**src/include/cvsb_params.svh**
```systemverilog
/*
 * register offsets, field positions, reset values and stream constants
 * of the video capture block.
 * assumes byte addresses on a 32-bit axi4-lite register bus.
 */
`ifndef CVSB_PARAMS_SVH
`define CVSB_PARAMS_SVH
`define CVSB_A_MODE 6'h00
`define CVSB_A_RING 6'h04
`define CVSB_A_SCALE 6'h08
`define CVSB_A_HLIM 6'h0c
`define CVSB_A_VLIM 6'h10
`define CVSB_A_START 6'h14
`define CVSB_A_LIMIT 6'h18
`define CVSB_A_STRIDE 6'h1c
`define CVSB_A_WIN 6'h20
`define CVSB_A_WADDR 6'h24
`define CVSB_A_STAT 6'h28
`define CVSB_A_NEWEST 6'h2c
`define CVSB_B_EN 0
`define CVSB_B_CM_HI 2
`define CVSB_B_CM_LO 1
`define CVSB_B_NOVI 3
`define CVSB_B_FOLLOW 0
`define CVSB_B_YCC 1
`define CVSB_B_MERGE 2
`define CVSB_SCALE_RST 32'h08000800
`define CVSB_UNITY 16'h0800
`define CVSB_LIM_RST 12'hfff
`define CVSB_REDUCE 2'b11
`define CVSB_PREAMBLE 8'hff
`define CVSB_RESP_OK 2'b00
`define CVSB_RESP_ERR 2'b10
`endif

```
**src/include/cvsb_pkg.sv**
```systemverilog
/*
 * types shared by the video capture block.
 * assumes nothing of its surroundings.
 */
`default_nettype none
package cvsb_pkg;
    typedef enum logic [0:0] {
        CVSB_WS_IDLE = 1'b0,
        CVSB_WS_BUSY = 1'b1
    } cvsb_ws_t;
    typedef logic [16:0] cvsb_acc_t;
endpackage : cvsb_pkg
`default_nettype wire

```
**src/cvsb_capture.sv**
```systemverilog
/*
 * video capture back end: ITU-656 stream parser, reduction, ring buffer
 * writer, frame hand-over to the window layer, ycbcr to rgb conversion.
 * assumes one 100 MHz clock, a memory write port with back-pressure and
 * a display controller that pulses disp_frame_start once per frame.
 */
// The register addresses and register access over AXI4-Lite are this design's own decisions.
// Notes on behaviour
// [RULE1] each pixel stored as 16-bit ycbcr word
// [RULE2] window ycbcr pixels converted to rgb
// [RULE3] ring buffer; frame shown only when complete
// [RULE4] rate mismatch: frames skipped or repeated
// [RULE5] software sets ring start and limit
// [RULE6] limit equals start plus 64 n stride
// [RULE7] unaligned limit overruns at most one raster
// [RULE8] follow mode shows newest frame, ignores address
// [RULE9] window stride must equal ring stride
// [RULE10] window size equals reduced capture size
// [RULE11] software selects ycbcr window format
// [RULE12] odd-only bit drops even fields
// [RULE13] reduction only when mode field is 11
// [RULE14] independent reduction: lines, pixel pairs
// [RULE15] factors are 5.11 fixed point ratios
// [RULE16] scale register layout, reset 08000800
// [RULE17] pixel limits clamp what reaches scaling
// [RULE18] vertical interpolation unless bit set
// [RULE19] missing control code flags status error
// [RULE20] interlace display uses merged-field settings
// [RULE21] ring sized about 2.2 frames
// [RULE22] capture only while enabled, sampled link clock
// [RULE23] merged mode interleaves odd and even lines
// [RULE24] pointer wraps to start at limit
`include "cvsb_params.svh"
`default_nettype none
module cvsb_capture
    import cvsb_pkg::*;
(
    // system
    input wire logic aclk,
    input wire logic aresetn,
    // video link
    input wire logic capture_clock,
    input wire logic [7:0] video_data,
    // register bus
    input wire logic [5:0] s_axi_awaddr,
    input wire logic s_axi_awvalid,
    output logic s_axi_awready,
    input wire logic [31:0] s_axi_wdata,
    input wire logic [3:0] s_axi_wstrb,
    input wire logic s_axi_wvalid,
    output logic s_axi_wready,
    output logic [1:0] s_axi_bresp,
    output logic s_axi_bvalid,
    input wire logic s_axi_bready,
    input wire logic [5:0] s_axi_araddr,
    input wire logic s_axi_arvalid,
    output logic s_axi_arready,
    output logic [31:0] s_axi_rdata,
    output logic [1:0] s_axi_rresp,
    output logic s_axi_rvalid,
    input wire logic s_axi_rready,
    // memory write port
    output logic mem_wvalid,
    input wire logic mem_wready,
    output logic [31:0] mem_waddr,
    output logic [15:0] mem_wdata,
    // window layer
    input wire logic disp_frame_start,
    output logic [31:0] win_base_addr,
    input wire logic win_pix_valid,
    input wire logic [7:0] win_y,
    input wire logic [7:0] win_cb,
    input wire logic [7:0] win_cr,
    output logic win_rgb_valid,
    output logic [23:0] win_rgb
);
    function automatic logic [31:0] cvsb_merge(input logic [31:0] o, input logic [31:0] d,
                                               input logic [3:0] s);
        cvsb_merge = o;
        for (int i = 0; i < 4; i++) begin
            if (s[i]) cvsb_merge[i*8 +: 8] = d[i*8 +: 8];
        end
    endfunction : cvsb_merge

    function automatic logic cvsb_mapped(input logic [5:0] a);
        cvsb_mapped = (a[1:0] == 2'b00) && (a <= `CVSB_A_NEWEST);
    endfunction : cvsb_mapped

    function automatic logic [15:0] cvsb_fac(input logic [15:0] f, input logic [1:0] cm);
        cvsb_fac = (cm == `CVSB_REDUCE && f >= `CVSB_UNITY) ? f : `CVSB_UNITY; // RULE15
    endfunction : cvsb_fac

    // returns {keep, next accumulator}: one output per fac/unity inputs
    function automatic logic [17:0] cvsb_step(input cvsb_acc_t acc, input logic [15:0] fac);
        cvsb_acc_t sum;
        sum = acc + 17'(`CVSB_UNITY);
        if (sum >= {1'b0, fac}) cvsb_step = {1'b1, sum - {1'b0, fac}};
        else cvsb_step = {1'b0, sum};
    endfunction : cvsb_step

    function automatic logic [31:0] cvsb_wrap(input logic [31:0] a, input logic [31:0] lim,
                                              input logic [31:0] st);
        cvsb_wrap = (a >= lim) ? st : a;
    endfunction : cvsb_wrap

    function automatic logic [7:0] cvsb_clip(input logic signed [19:0] v);
        if (v < 0) cvsb_clip = 8'h00;
        else if (v[19:16] != 4'h0) cvsb_clip = 8'hff;
        else cvsb_clip = v[15:8];
    endfunction : cvsb_clip

    logic [3:0] capture_mode_register;
    logic odd_field_only;
    logic [31:0] capture_scale_factors;
    logic [11:0] horizontal_pixel_limit;
    logic [11:0] vertical_pixel_limit;
    logic [31:0] ring_start_address;
    logic [31:0] ring_limit_address;
    logic [15:0] ring_stride;
    logic [2:0] window_mode;
    logic [31:0] window_normal_address;
    logic [3:0] capture_status;
    logic [31:0] newest;
    logic aw_got, w_got;
    logic [5:0] aw_a;
    logic [31:0] w_d;
    logic [3:0] w_s;
    logic [31:0] rd_word;

    wire logic capture_enable_bit = capture_mode_register[`CVSB_B_EN];
    wire logic [1:0] capture_mode_field =
        capture_mode_register[`CVSB_B_CM_HI:`CVSB_B_CM_LO];
    wire logic no_vertical_interp = capture_mode_register[`CVSB_B_NOVI];
    wire logic window_follow_capture = window_mode[`CVSB_B_FOLLOW];
    wire logic window_luma_chroma_format = window_mode[`CVSB_B_YCC];
    wire logic window_merge_select = window_mode[`CVSB_B_MERGE];
    wire logic [15:0] vfac = cvsb_fac(capture_scale_factors[31:16], capture_mode_field); // RULE13
    wire logic [15:0] hfac = cvsb_fac(capture_scale_factors[15:0], capture_mode_field); // RULE13
    wire logic [31:0] rowb = {10'h000, ring_stride, 6'h00};
    wire logic interp = !no_vertical_interp; // RULE18
    wire logic merged_field_mode = no_vertical_interp && window_merge_select;
    wire logic wr_do = aw_got && w_got && !s_axi_bvalid;

    // register bus: address and data taken in either order
    assign s_axi_awready = !aw_got;
    assign s_axi_wready = !w_got;
    assign s_axi_arready = !s_axi_rvalid;

    always_ff @(posedge aclk) begin
        if (!aresetn) begin
            aw_got <= 1'b0;
            w_got <= 1'b0;
            aw_a <= 6'h00;
            w_d <= 32'h0;
            w_s <= 4'h0;
            s_axi_bvalid <= 1'b0;
            s_axi_bresp <= `CVSB_RESP_OK;
        end else begin
            if (s_axi_awvalid && !aw_got) begin
                aw_got <= 1'b1;
                aw_a <= s_axi_awaddr;
            end
            if (s_axi_wvalid && !w_got) begin
                w_got <= 1'b1;
                w_d <= s_axi_wdata;
                w_s <= s_axi_wstrb;
            end
            if (wr_do) begin
                aw_got <= 1'b0;
                w_got <= 1'b0;
                s_axi_bvalid <= 1'b1;
                s_axi_bresp <= cvsb_mapped(aw_a) ? `CVSB_RESP_OK : `CVSB_RESP_ERR;
            end else if (s_axi_bready) begin
                s_axi_bvalid <= 1'b0;
            end
        end
    end

    always_ff @(posedge aclk) begin
        if (!aresetn) begin
            capture_mode_register <= 4'h0;
            odd_field_only <= 1'b0;
            capture_scale_factors <= `CVSB_SCALE_RST; // RULE16
            horizontal_pixel_limit <= `CVSB_LIM_RST;
            vertical_pixel_limit <= `CVSB_LIM_RST;
            ring_start_address <= 32'h0;
            ring_limit_address <= 32'h0;
            ring_stride <= 16'h0;
            window_mode <= 3'h0;
            window_normal_address <= 32'h0;
        end else if (wr_do) begin
            case (aw_a)
                `CVSB_A_MODE: capture_mode_register <=
                    4'(cvsb_merge({28'h0, capture_mode_register}, w_d, w_s));
                `CVSB_A_RING: odd_field_only <= 1'(cvsb_merge({31'h0, odd_field_only}, w_d, w_s));
                `CVSB_A_SCALE: capture_scale_factors <=
                    cvsb_merge(capture_scale_factors, w_d, w_s); // RULE16
                `CVSB_A_HLIM: horizontal_pixel_limit <=
                    12'(cvsb_merge({20'h0, horizontal_pixel_limit}, w_d, w_s));
                `CVSB_A_VLIM: vertical_pixel_limit <=
                    12'(cvsb_merge({20'h0, vertical_pixel_limit}, w_d, w_s));
                `CVSB_A_START: ring_start_address <= cvsb_merge(ring_start_address, w_d, w_s);
                `CVSB_A_LIMIT: ring_limit_address <= cvsb_merge(ring_limit_address, w_d, w_s);
                `CVSB_A_STRIDE: ring_stride <= 16'(cvsb_merge({16'h0, ring_stride}, w_d, w_s));
                `CVSB_A_WIN: window_mode <= 3'(cvsb_merge({29'h0, window_mode}, w_d, w_s));
                `CVSB_A_WADDR: window_normal_address <=
                    cvsb_merge(window_normal_address, w_d, w_s);
                default: ;
            endcase
        end
    end

    always_comb begin
        case (s_axi_araddr)
            `CVSB_A_MODE: rd_word = {28'h0, capture_mode_register};
            `CVSB_A_RING: rd_word = {31'h0, odd_field_only};
            `CVSB_A_SCALE: rd_word = capture_scale_factors;
            `CVSB_A_HLIM: rd_word = {20'h0, horizontal_pixel_limit};
            `CVSB_A_VLIM: rd_word = {20'h0, vertical_pixel_limit};
            `CVSB_A_START: rd_word = ring_start_address;
            `CVSB_A_LIMIT: rd_word = ring_limit_address;
            `CVSB_A_STRIDE: rd_word = {16'h0, ring_stride};
            `CVSB_A_WIN: rd_word = {29'h0, window_mode};
            `CVSB_A_WADDR: rd_word = window_normal_address;
            `CVSB_A_STAT: rd_word = {28'h0, capture_status};
            `CVSB_A_NEWEST: rd_word = newest;
            default: rd_word = 32'h0;
        endcase
    end

    always_ff @(posedge aclk) begin
        if (!aresetn) begin
            s_axi_rvalid <= 1'b0;
            s_axi_rdata <= 32'h0;
            s_axi_rresp <= `CVSB_RESP_OK;
        end else if (s_axi_arvalid && !s_axi_rvalid) begin
            s_axi_rvalid <= 1'b1;
            s_axi_rdata <= rd_word;
            s_axi_rresp <= cvsb_mapped(s_axi_araddr) ? `CVSB_RESP_OK : `CVSB_RESP_ERR;
        end else if (s_axi_rready) begin
            s_axi_rvalid <= 1'b0;
        end
    end

    // link sampling; data taken on the falling edge, mid-way in its valid time
    logic [2:0] capture_clock_s;
    logic [7:0] d_s1, d_s2;
    always_ff @(posedge aclk) begin
        if (!aresetn) begin
            capture_clock_s <= 3'h0;
            d_s1 <= 8'h00;
            d_s2 <= 8'h00;
        end else begin
            capture_clock_s <= {capture_clock_s[1:0], capture_clock}; // RULE22
            d_s1 <= video_data;
            d_s2 <= d_s1;
        end
    end

    logic [1:0] code_cnt;
    logic vb, line_open, fld_act, lkeep;
    logic [1:0] phase;
    wire logic take = capture_clock_s[2] && !capture_clock_s[1];
    wire logic in_code = take && code_cnt != 2'd0;
    wire logic xy_take = in_code && code_cnt == 2'd1;
    wire logic xf = d_s2[6];
    wire logic xv = d_s2[5];
    wire logic xh = d_s2[4];
    wire logic prot_ok = d_s2[3:0] == {xv ^ xh, xf ^ xh, xf ^ xv, xf ^ xv ^ xh};
    wire logic xy_ok = xy_take && prot_ok;
    wire logic bad_pre = in_code && code_cnt != 2'd1 && d_s2 != 8'h00;
    wire logic bad_prot = xy_take && !prot_ok;
    wire logic sav = xy_ok && !xh && !xv;
    wire logic eav = xy_ok && xh && !xv;
    wire logic fend = xy_ok && xv && !vb;
    wire logic seq_err = (sav && line_open) || (eav && !line_open);
    wire logic vid = take && code_cnt == 2'd0 && d_s2 != `CVSB_PREAMBLE && line_open && lkeep;

    // stream framing: preamble, sav/eav, vertical blanking
    always_ff @(posedge aclk) begin
        if (!aresetn) begin
            code_cnt <= 2'd0;
            vb <= 1'b1;
            line_open <= 1'b0;
        end else begin
            if (take && code_cnt == 2'd0 && d_s2 == `CVSB_PREAMBLE) code_cnt <= 2'd3;
            else if (in_code) code_cnt <= code_cnt - 2'd1;
            if (xy_ok) vb <= xv;
            if (sav) line_open <= 1'b1;
            else if (eav) line_open <= 1'b0;
        end
    end

    // field and line pointers in the ring
    cvsb_acc_t vacc;
    logic [11:0] lcnt;
    logic [31:0] row1, frame_base;
    wire logic [17:0] vs = cvsb_step(vacc, vfac);
    wire logic fr_done = fend && fld_act && (!merged_field_mode || xf || odd_field_only);
    wire logic [31:0] base_n = fr_done ? row1 : frame_base;
    wire logic [31:0] rstep = (interp || merged_field_mode) ? {rowb[30:0], 1'b0} : rowb;
    always_ff @(posedge aclk) begin
        if (!aresetn) begin
            fld_act <= 1'b0;
            lkeep <= 1'b0;
            vacc <= 17'h0;
            lcnt <= 12'h0;
            row1 <= 32'h0;
            frame_base <= 32'h0;
            newest <= 32'h0;
        end else if (!capture_enable_bit) begin
            fld_act <= 1'b0; // RULE22
            lkeep <= 1'b0; // RULE22
            row1 <= ring_start_address;
            frame_base <= ring_start_address;
        end else if (fend) begin
            if (fr_done) newest <= frame_base; // RULE3
            frame_base <= base_n;
            // next field is the even one when this one was odd
            row1 <= (merged_field_mode && !xf && !odd_field_only) ?
                cvsb_wrap(base_n + rowb, ring_limit_address, ring_start_address) : base_n; // RULE23
            fld_act <= !(odd_field_only && !xf); // RULE12
            vacc <= 17'h0;
            lcnt <= 12'h0;
        end else if (sav) begin
            vacc <= vs[16:0]; // RULE14
            lkeep <= fld_act && vs[17] && lcnt < vertical_pixel_limit; // RULE17
            lcnt <= lcnt + 12'h1;
        end else if (eav && lkeep) begin
            lkeep <= 1'b0;
            row1 <= cvsb_wrap(row1 + rstep, ring_limit_address, ring_start_address); // RULE24 RULE7
        end
    end

    // pixel pairs: cb y0 cr y1, reduced in pair units
    cvsb_acc_t hacc;
    logic [11:0] hcnt;
    logic [10:0] col;
    logic [7:0] cb_r, y0_r, cr_r;
    wire logic [17:0] hs = cvsb_step(hacc, hfac);
    wire logic push = vid && phase == 2'd3 && hs[17] && hcnt < horizontal_pixel_limit; // RULE17
    always_ff @(posedge aclk) begin
        if (!aresetn) begin
            phase <= 2'd0;
            hacc <= 17'h0;
            hcnt <= 12'h0;
            col <= 11'h0;
            cb_r <= 8'h00;
            y0_r <= 8'h00;
            cr_r <= 8'h00;
        end else if (sav) begin
            phase <= 2'd0;
            hacc <= 17'h0;
            hcnt <= 12'h0;
            col <= 11'h0;
        end else if (vid) begin
            phase <= phase + 2'd1;
            if (phase == 2'd0) cb_r <= d_s2;
            if (phase == 2'd1) y0_r <= d_s2;
            if (phase == 2'd2) cr_r <= d_s2;
            if (phase == 2'd3) begin
                hacc <= hs[16:0]; // RULE14
                hcnt <= hcnt + 12'h2;
                if (push) col <= col + 11'h1;
            end
        end
    end

    // memory writer: two words per pair, four when lines are doubled
    cvsb_ws_t ws;
    logic [1:0] wk;
    logic [31:0] pa, pb;
    logic [15:0] p0, p1;
    wire logic [31:0] coff = {19'h0, col, 2'b00};
    wire logic [1:0] wlast = interp ? 2'd3 : 2'd1;
    wire logic overrun = push && ws == CVSB_WS_BUSY;
    assign mem_wvalid = ws == CVSB_WS_BUSY;
    always_ff @(posedge aclk) begin
        if (!aresetn) begin
            ws <= CVSB_WS_IDLE;
            wk <= 2'd0;
            pa <= 32'h0;
            pb <= 32'h0;
            p0 <= 16'h0;
            p1 <= 16'h0;
            mem_waddr <= 32'h0;
            mem_wdata <= 16'h0;
        end else begin
            case (ws)
                CVSB_WS_IDLE: begin
                    if (push) begin
                        ws <= CVSB_WS_BUSY;
                        wk <= 2'd0;
                        pa <= row1 + coff;
                        pb <= cvsb_wrap(row1 + rowb, ring_limit_address,
                                        ring_start_address) + coff; // RULE18
                        mem_waddr <= row1 + coff;
                        mem_wdata <= {y0_r, cb_r}; // RULE1
                        p0 <= {y0_r, cb_r}; // RULE1
                        p1 <= {d_s2, cr_r}; // RULE1
                    end
                end
                CVSB_WS_BUSY: begin
                    if (mem_wready) begin
                        if (wk == wlast) begin
                            ws <= CVSB_WS_IDLE;
                        end else begin
                            wk <= wk + 2'd1;
                            mem_waddr <= (wk == 2'd1 ? pb : (wk == 2'd0 ? pa : pb)) +
                                         (wk == 2'd1 ? 32'h0 : 32'h2);
                            // pair kept apart: the next pair may load cb_r/y0_r meanwhile
                            mem_wdata <= (wk == 2'd1) ? p0 : p1;
                        end
                    end
                end
                default: ws <= CVSB_WS_IDLE;
            endcase
        end
    end

    // error flags: write one to clear, a new event wins over the clear
    wire logic [3:0] err_set = {overrun, seq_err, bad_prot, bad_pre};
    always_ff @(posedge aclk) begin
        if (!aresetn) capture_status <= 4'h0;
        else if (wr_do && aw_a == `CVSB_A_STAT && w_s[0])
            capture_status <= (capture_status & ~w_d[3:0]) | err_set; // RULE19
        else capture_status <= capture_status | err_set; // RULE19
    end

    // window layer: frame chosen once per display frame
    always_ff @(posedge aclk) begin
        if (!aresetn) win_base_addr <= 32'h0;
        else if (disp_frame_start)
            win_base_addr <= window_follow_capture ? newest : window_normal_address; // RULE8 RULE4
    end

    logic signed [9:0] cbd, crd;
    logic signed [19:0] rr, gg, bb;
    wire logic signed [19:0] y256 = $signed({4'h0, win_y, 8'h00});
    assign cbd = $signed({2'b00, win_cb}) - 10'sh080;
    assign crd = $signed({2'b00, win_cr}) - 10'sh080;
    assign rr = y256 + 20'sh00167 * crd;
    assign gg = y256 - 20'sh00058 * cbd - 20'sh000b7 * crd;
    assign bb = y256 + 20'sh001c6 * cbd;
    always_ff @(posedge aclk) begin
        if (!aresetn) begin
            win_rgb_valid <= 1'b0;
            win_rgb <= 24'h0;
        end else begin
            win_rgb_valid <= win_pix_valid;
            if (win_pix_valid)
                win_rgb <= window_luma_chroma_format ?
                    {cvsb_clip(rr), cvsb_clip(gg), cvsb_clip(bb)} : {win_y, win_cb, win_cr}; // RULE2
        end
    end
endmodule : cvsb_capture
`default_nettype wire

```
**config.mk**
```make
export PLATFORM = sky130hd
export DESIGN_NAME = cvsb_capture
export DESIGN_NICKNAME = d
export VERILOG_FILES = /design/src/include/cvsb_pkg.sv /design/src/cvsb_capture.sv
export VERILOG_INCLUDE_DIRS = /design/src /design/src/include
export SDC_FILE = /design/constraint.sdc
export NUM_CORES = 2
export LEC_CHECK = 0
export BUFFER_PORTS_ARGS = -buffer_cell sky130_fd_sc_hd__buf_4
export CAP_MARGIN = 0
export CORE_UTILIZATION = 50
export DETAILED_ROUTE_END_ITERATION = 8
export PLACE_DENSITY = 0.72
export SETUP_SLACK_MARGIN = 0.3
export SLEW_MARGIN = 20
export SYNTH_ARGS = -nofsm -noshare
export SYNTH_HDL_FRONTEND = slang
export SYNTH_SLANG_ARGS = --single-unit
```
**constraint.sdc**
```tcl
create_clock -name aclk -period 10.8 [get_ports aclk]
set_clock_uncertainty 0.05 [all_clocks]
set_input_delay 1.08 -clock aclk [delete_from_list [all_inputs] [get_ports aclk]]
set_output_delay 1.08 -clock aclk [all_outputs]
set_load 0.005 [all_outputs]
```
==> flow_summary.yaml <==
status:
  run_status: "complete, but fails checks"
  failing_checks: "DRC"
sta:
  max-slew-margin-rel_pct: 24.51
  worst_hold_slack_ns: 0.3848
  setup_viol_count_final: 0
  timing.final.ws_setup_ns: 2.518
  grt_setup_unrepaired: "false"
  tns_ns: 0
  finalCritPeriodShare_pct: 76.68
  slew_viol_final: 0
  period_needed_ns: 8.282
  maximum_clock_frequency_ghz: 0.1207
  finalHoldViolations: 0
  timing_worst_slew_pin_value_ns: 1.132
logic_synthesis:
  library_cells_used_by_synthesis: 105
  synth_area_per_cell_sq_um: 8.141
  synthDominantAreaCellType: "sky130_fd_sc_hd__dfxtp_1"
  ys_seq_area_share_pct: 30.04
  synth-edff-count: 0
  post-synth-top-area-fraction_pct: 30.04
  ys_top_cells_by_area: "sky130_fd_sc_hd__dfxtp_1 30%, sky130_fd_sc_hd__ha_1 12%, sky130_fd_sc_hd__a21oi_1 5.7%, sky130_fd_sc_hd__nand2_1 5.7%, sky130_fd_sc_hd__mux2i_1 5.1%"
  yosys_warnings: 0
  postSynth.topFlopCell: "sky130_fd_sc_hd__dfxtp_1"
  flops_latches_synth: 679
  synth_area_sq_um: 45250
  netlist_instances: 5558
  post_synth_top_cells: "687 x sky130_fd_sc_hd__nand2_1, 679 x sky130_fd_sc_hd__dfxtp_1, 542 x sky130_fd_sc_hd__nor2_1, 519 x sky130_fd_sc_hd__a21oi_1, 417 x sky130_fd_sc_hd__ha_1"
  fraction_of_registers_with_async_set_reset_pct: 0
  post-synth-top-count-cell: "sky130_fd_sc_hd__nand2_1"
floorplanning:
  fp.dieW_um: 302.8
  placementRows: 109
  die_area_sq_um: 91700
  die_h_um: 302.8
  io_pins: 238
  core_outline_area_sq_um: 89060
  initial_utilization_pct: 50.81
setup_path:
  crit-reg2reg-capture: "row1[27]$_SDFFE_PN0P_"
  regToRegSetupSlack_ns: 2.52
  cp.arrival_ns: 8.84
  worst_ep_required_time_ns: 11.36
  critPathMaxFanout: 40
  timing.critical_path.slowest_cell_delay_ns: 0.75
  worst_r2r_path_depth: 31
  critical_path_class: "reg -> reg"
  crit_path_slowest_cell: "sky130_fd_sc_hd__dfxtp_1"
  reg_to_reg_start: "d_s2[4]$_SDFF_PN0_"
  critPathCaptureType: "flop"
  worstSetupStartpointType: "flop"
placed_design:
  pre_cts_ws_ns: 2.658
  dp.final_hpwl_um: 112200
  port_buffers: 235
  gp_congestion: 1.016
global_routing:
  grt_antenna_before_repair: 3
  grt_max_degree: 190
  grt_use_total_pct: 31.88
  grt_pass1_vias: 39050
  globalRoute.totalOverflow: 0
  grt_pass1_wl_um: 227300
power_and_ir_drop:
  p_per_area_nw_per_um2: 153.3
  p_leak_nw: 21.43
  irDropWorstVdd_mv: 0.5683
  totalPowerFinal_mw: 7.764
drt:
  dr.pass1.iters: 9
  vias: 41278
  routed_wire_length_per_instance_um: 21.63
  routed_wirelength_um: 148200
  drt_iter0_markers: 4202
  avgViaCountPerCell: 6.023
  ant_nets: 0
  drc_errors: 33
flow_run:
  count_of_max_cap_constraint_violations: 0
worst_hold_path:
  timing.hold.worst.class: "reg -> reg"
  holdCritStartpoint: "d_s1[7]$_SDFF_PN0_"
  hold_path_end: "d_s2[7]$_SDFF_PN0_"
  whs_path_depth: 1
cts:
  tritoncts: "done"
  tritoncts_buffer_count: 80
  cts.htree.levels: 3
  ctsLongestPathBuffers: 3
  cts_repair_resized_insts: 0
  clk_root_buffer_cell: "sky130_fd_sc_hd__clkbuf_16"
  path_clk_slew_ns: 0.06
  clock_insertion_delay_worst_skew_ns: 0.67
  clock_sinks: 679
  ctsHoldBuffers: 0
  post-cts-setup-buffers: 0
cells_and_area:
  postLayoutCoreUtil_pct: 56.87
  final_net_count: 6231
  layout-area-overhead-vs-synth_pct: 11.93
  layout-drive-gt1-share_pct: 9.847
[layout by cell type, fill, tap and decap left out, drive strengths merged, types with 25 or more instances in the layout]
| master | count |
|---|---|
| a211oi | 122 |
| a21o | 59 |
| a21oi | 520 |
| a221oi | 35 |
| a222oi | 29 |
| a22oi | 46 |
| a31oi | 48 |
| and2 | 49 |
| and3 | 32 |
| buf | 293 |
| clkbuf | 102 |
| dfxtp | 679 |
| fa | 97 |
| ha | 417 |
| inv | 362 |
| mux2 | 44 |
| mux2i | 232 |
| nand2 | 687 |
| nand2b | 40 |
| nand3 | 192 |
| nand4 | 44 |
| nor2 | 542 |
| nor2b | 50 |
| nor3 | 81 |
| o211ai | 52 |
| o21a | 33 |
| o21ai | 242 |
| or3 | 25 |
| xnor2 | 148 |
| xor2 | 89 |
[worst max-delay path by stage]
stage / from / endpoint / slack [ns]
floorplan: win_cb[1] / win_rgb[13]$_SDFFE_PN0P_ / 3.56
global placement: d_s2[4]$_SDFF_PN0_ / row1[31]$_SDFFE_PN0P_ / 2.74
detailed placement: d_s2[4]$_SDFF_PN0_ / row1[23]$_SDFFE_PN0P_ / 2.66
CTS: d_s2[4]$_SDFF_PN0_ / row1[23]$_SDFFE_PN0P_ / 2.61
global route: d_s2[4]$_SDFF_PN0_ / row1[27]$_SDFFE_PN0P_ / 1.91
finish: d_s2[4]$_SDFF_PN0_ / row1[27]$_SDFFE_PN0P_ / 2.52
[kinds of logic after synthesis]
logic type / synth area share [%]
other cells: 0.008288
xor+xnor: 4.654
compound gates: 19.29
buf+inv: 5.696
fa+ha+maj: 15.82
mux: 6.642
flops: 30.04
simple gates: 17.85
[per-layer routing]
layer | GRT usage (%) | vias up | wire [um]
met4 | 12.56 | 4 | 5861
li1 | - | 19605 | -
met5 | 0 | - | 25
met2 | 49.71 | 1736 | 64890
met1 | 43.13 | 19642 | 64400
met3 | 6.438 | 291 | 13050
[metrics by stage]
step	instances	area (sq um)
floorplan	5559	45250
global placement	6709	47810
detailed placement	6709	47810
CTS	6852	50640
global route	6853	50640
finish	6853	50640
[layout make-up]
cell class	instances	area [sq um]
fillers	8164	38410
multi-input cells	4215	29180
clock inverters	41	599.3
clock buffers	102	2236
repair buffers	293	2225
diodes	1	2.502
well taps	1165	1458
flip-flops and latches	679	13600
inverters	357	1348
[where the power goes]
| group | leakage, nW | internal, mW | switching [mW] |
|---|---|---|---|
| clock network | 1.39 | 1.74 | 1.17 |
| registers | 5.49 | 2.53 | 0.0427 |
| logic | 14.6 | 0.961 | 1.32 |
| total | 21.4 | 5.24 | 2.53 |
[worst max-delay path: cells and delay by family (launching register included)]
family / cells / cell delay (ns)
and+or+nand+nor: 7 / 0.86
DFF: 1 / 0.75
buffers and inverters: 6 / 1.35
AOI/OAI and AO/OA: 11 / 3.44
xor gates and xnor gates: 2 / 0.31
adders and majority gates: 4 / 1.07
muxes: 1 / 0.34
Note: power is estimated with default switching activity, not from simulation.
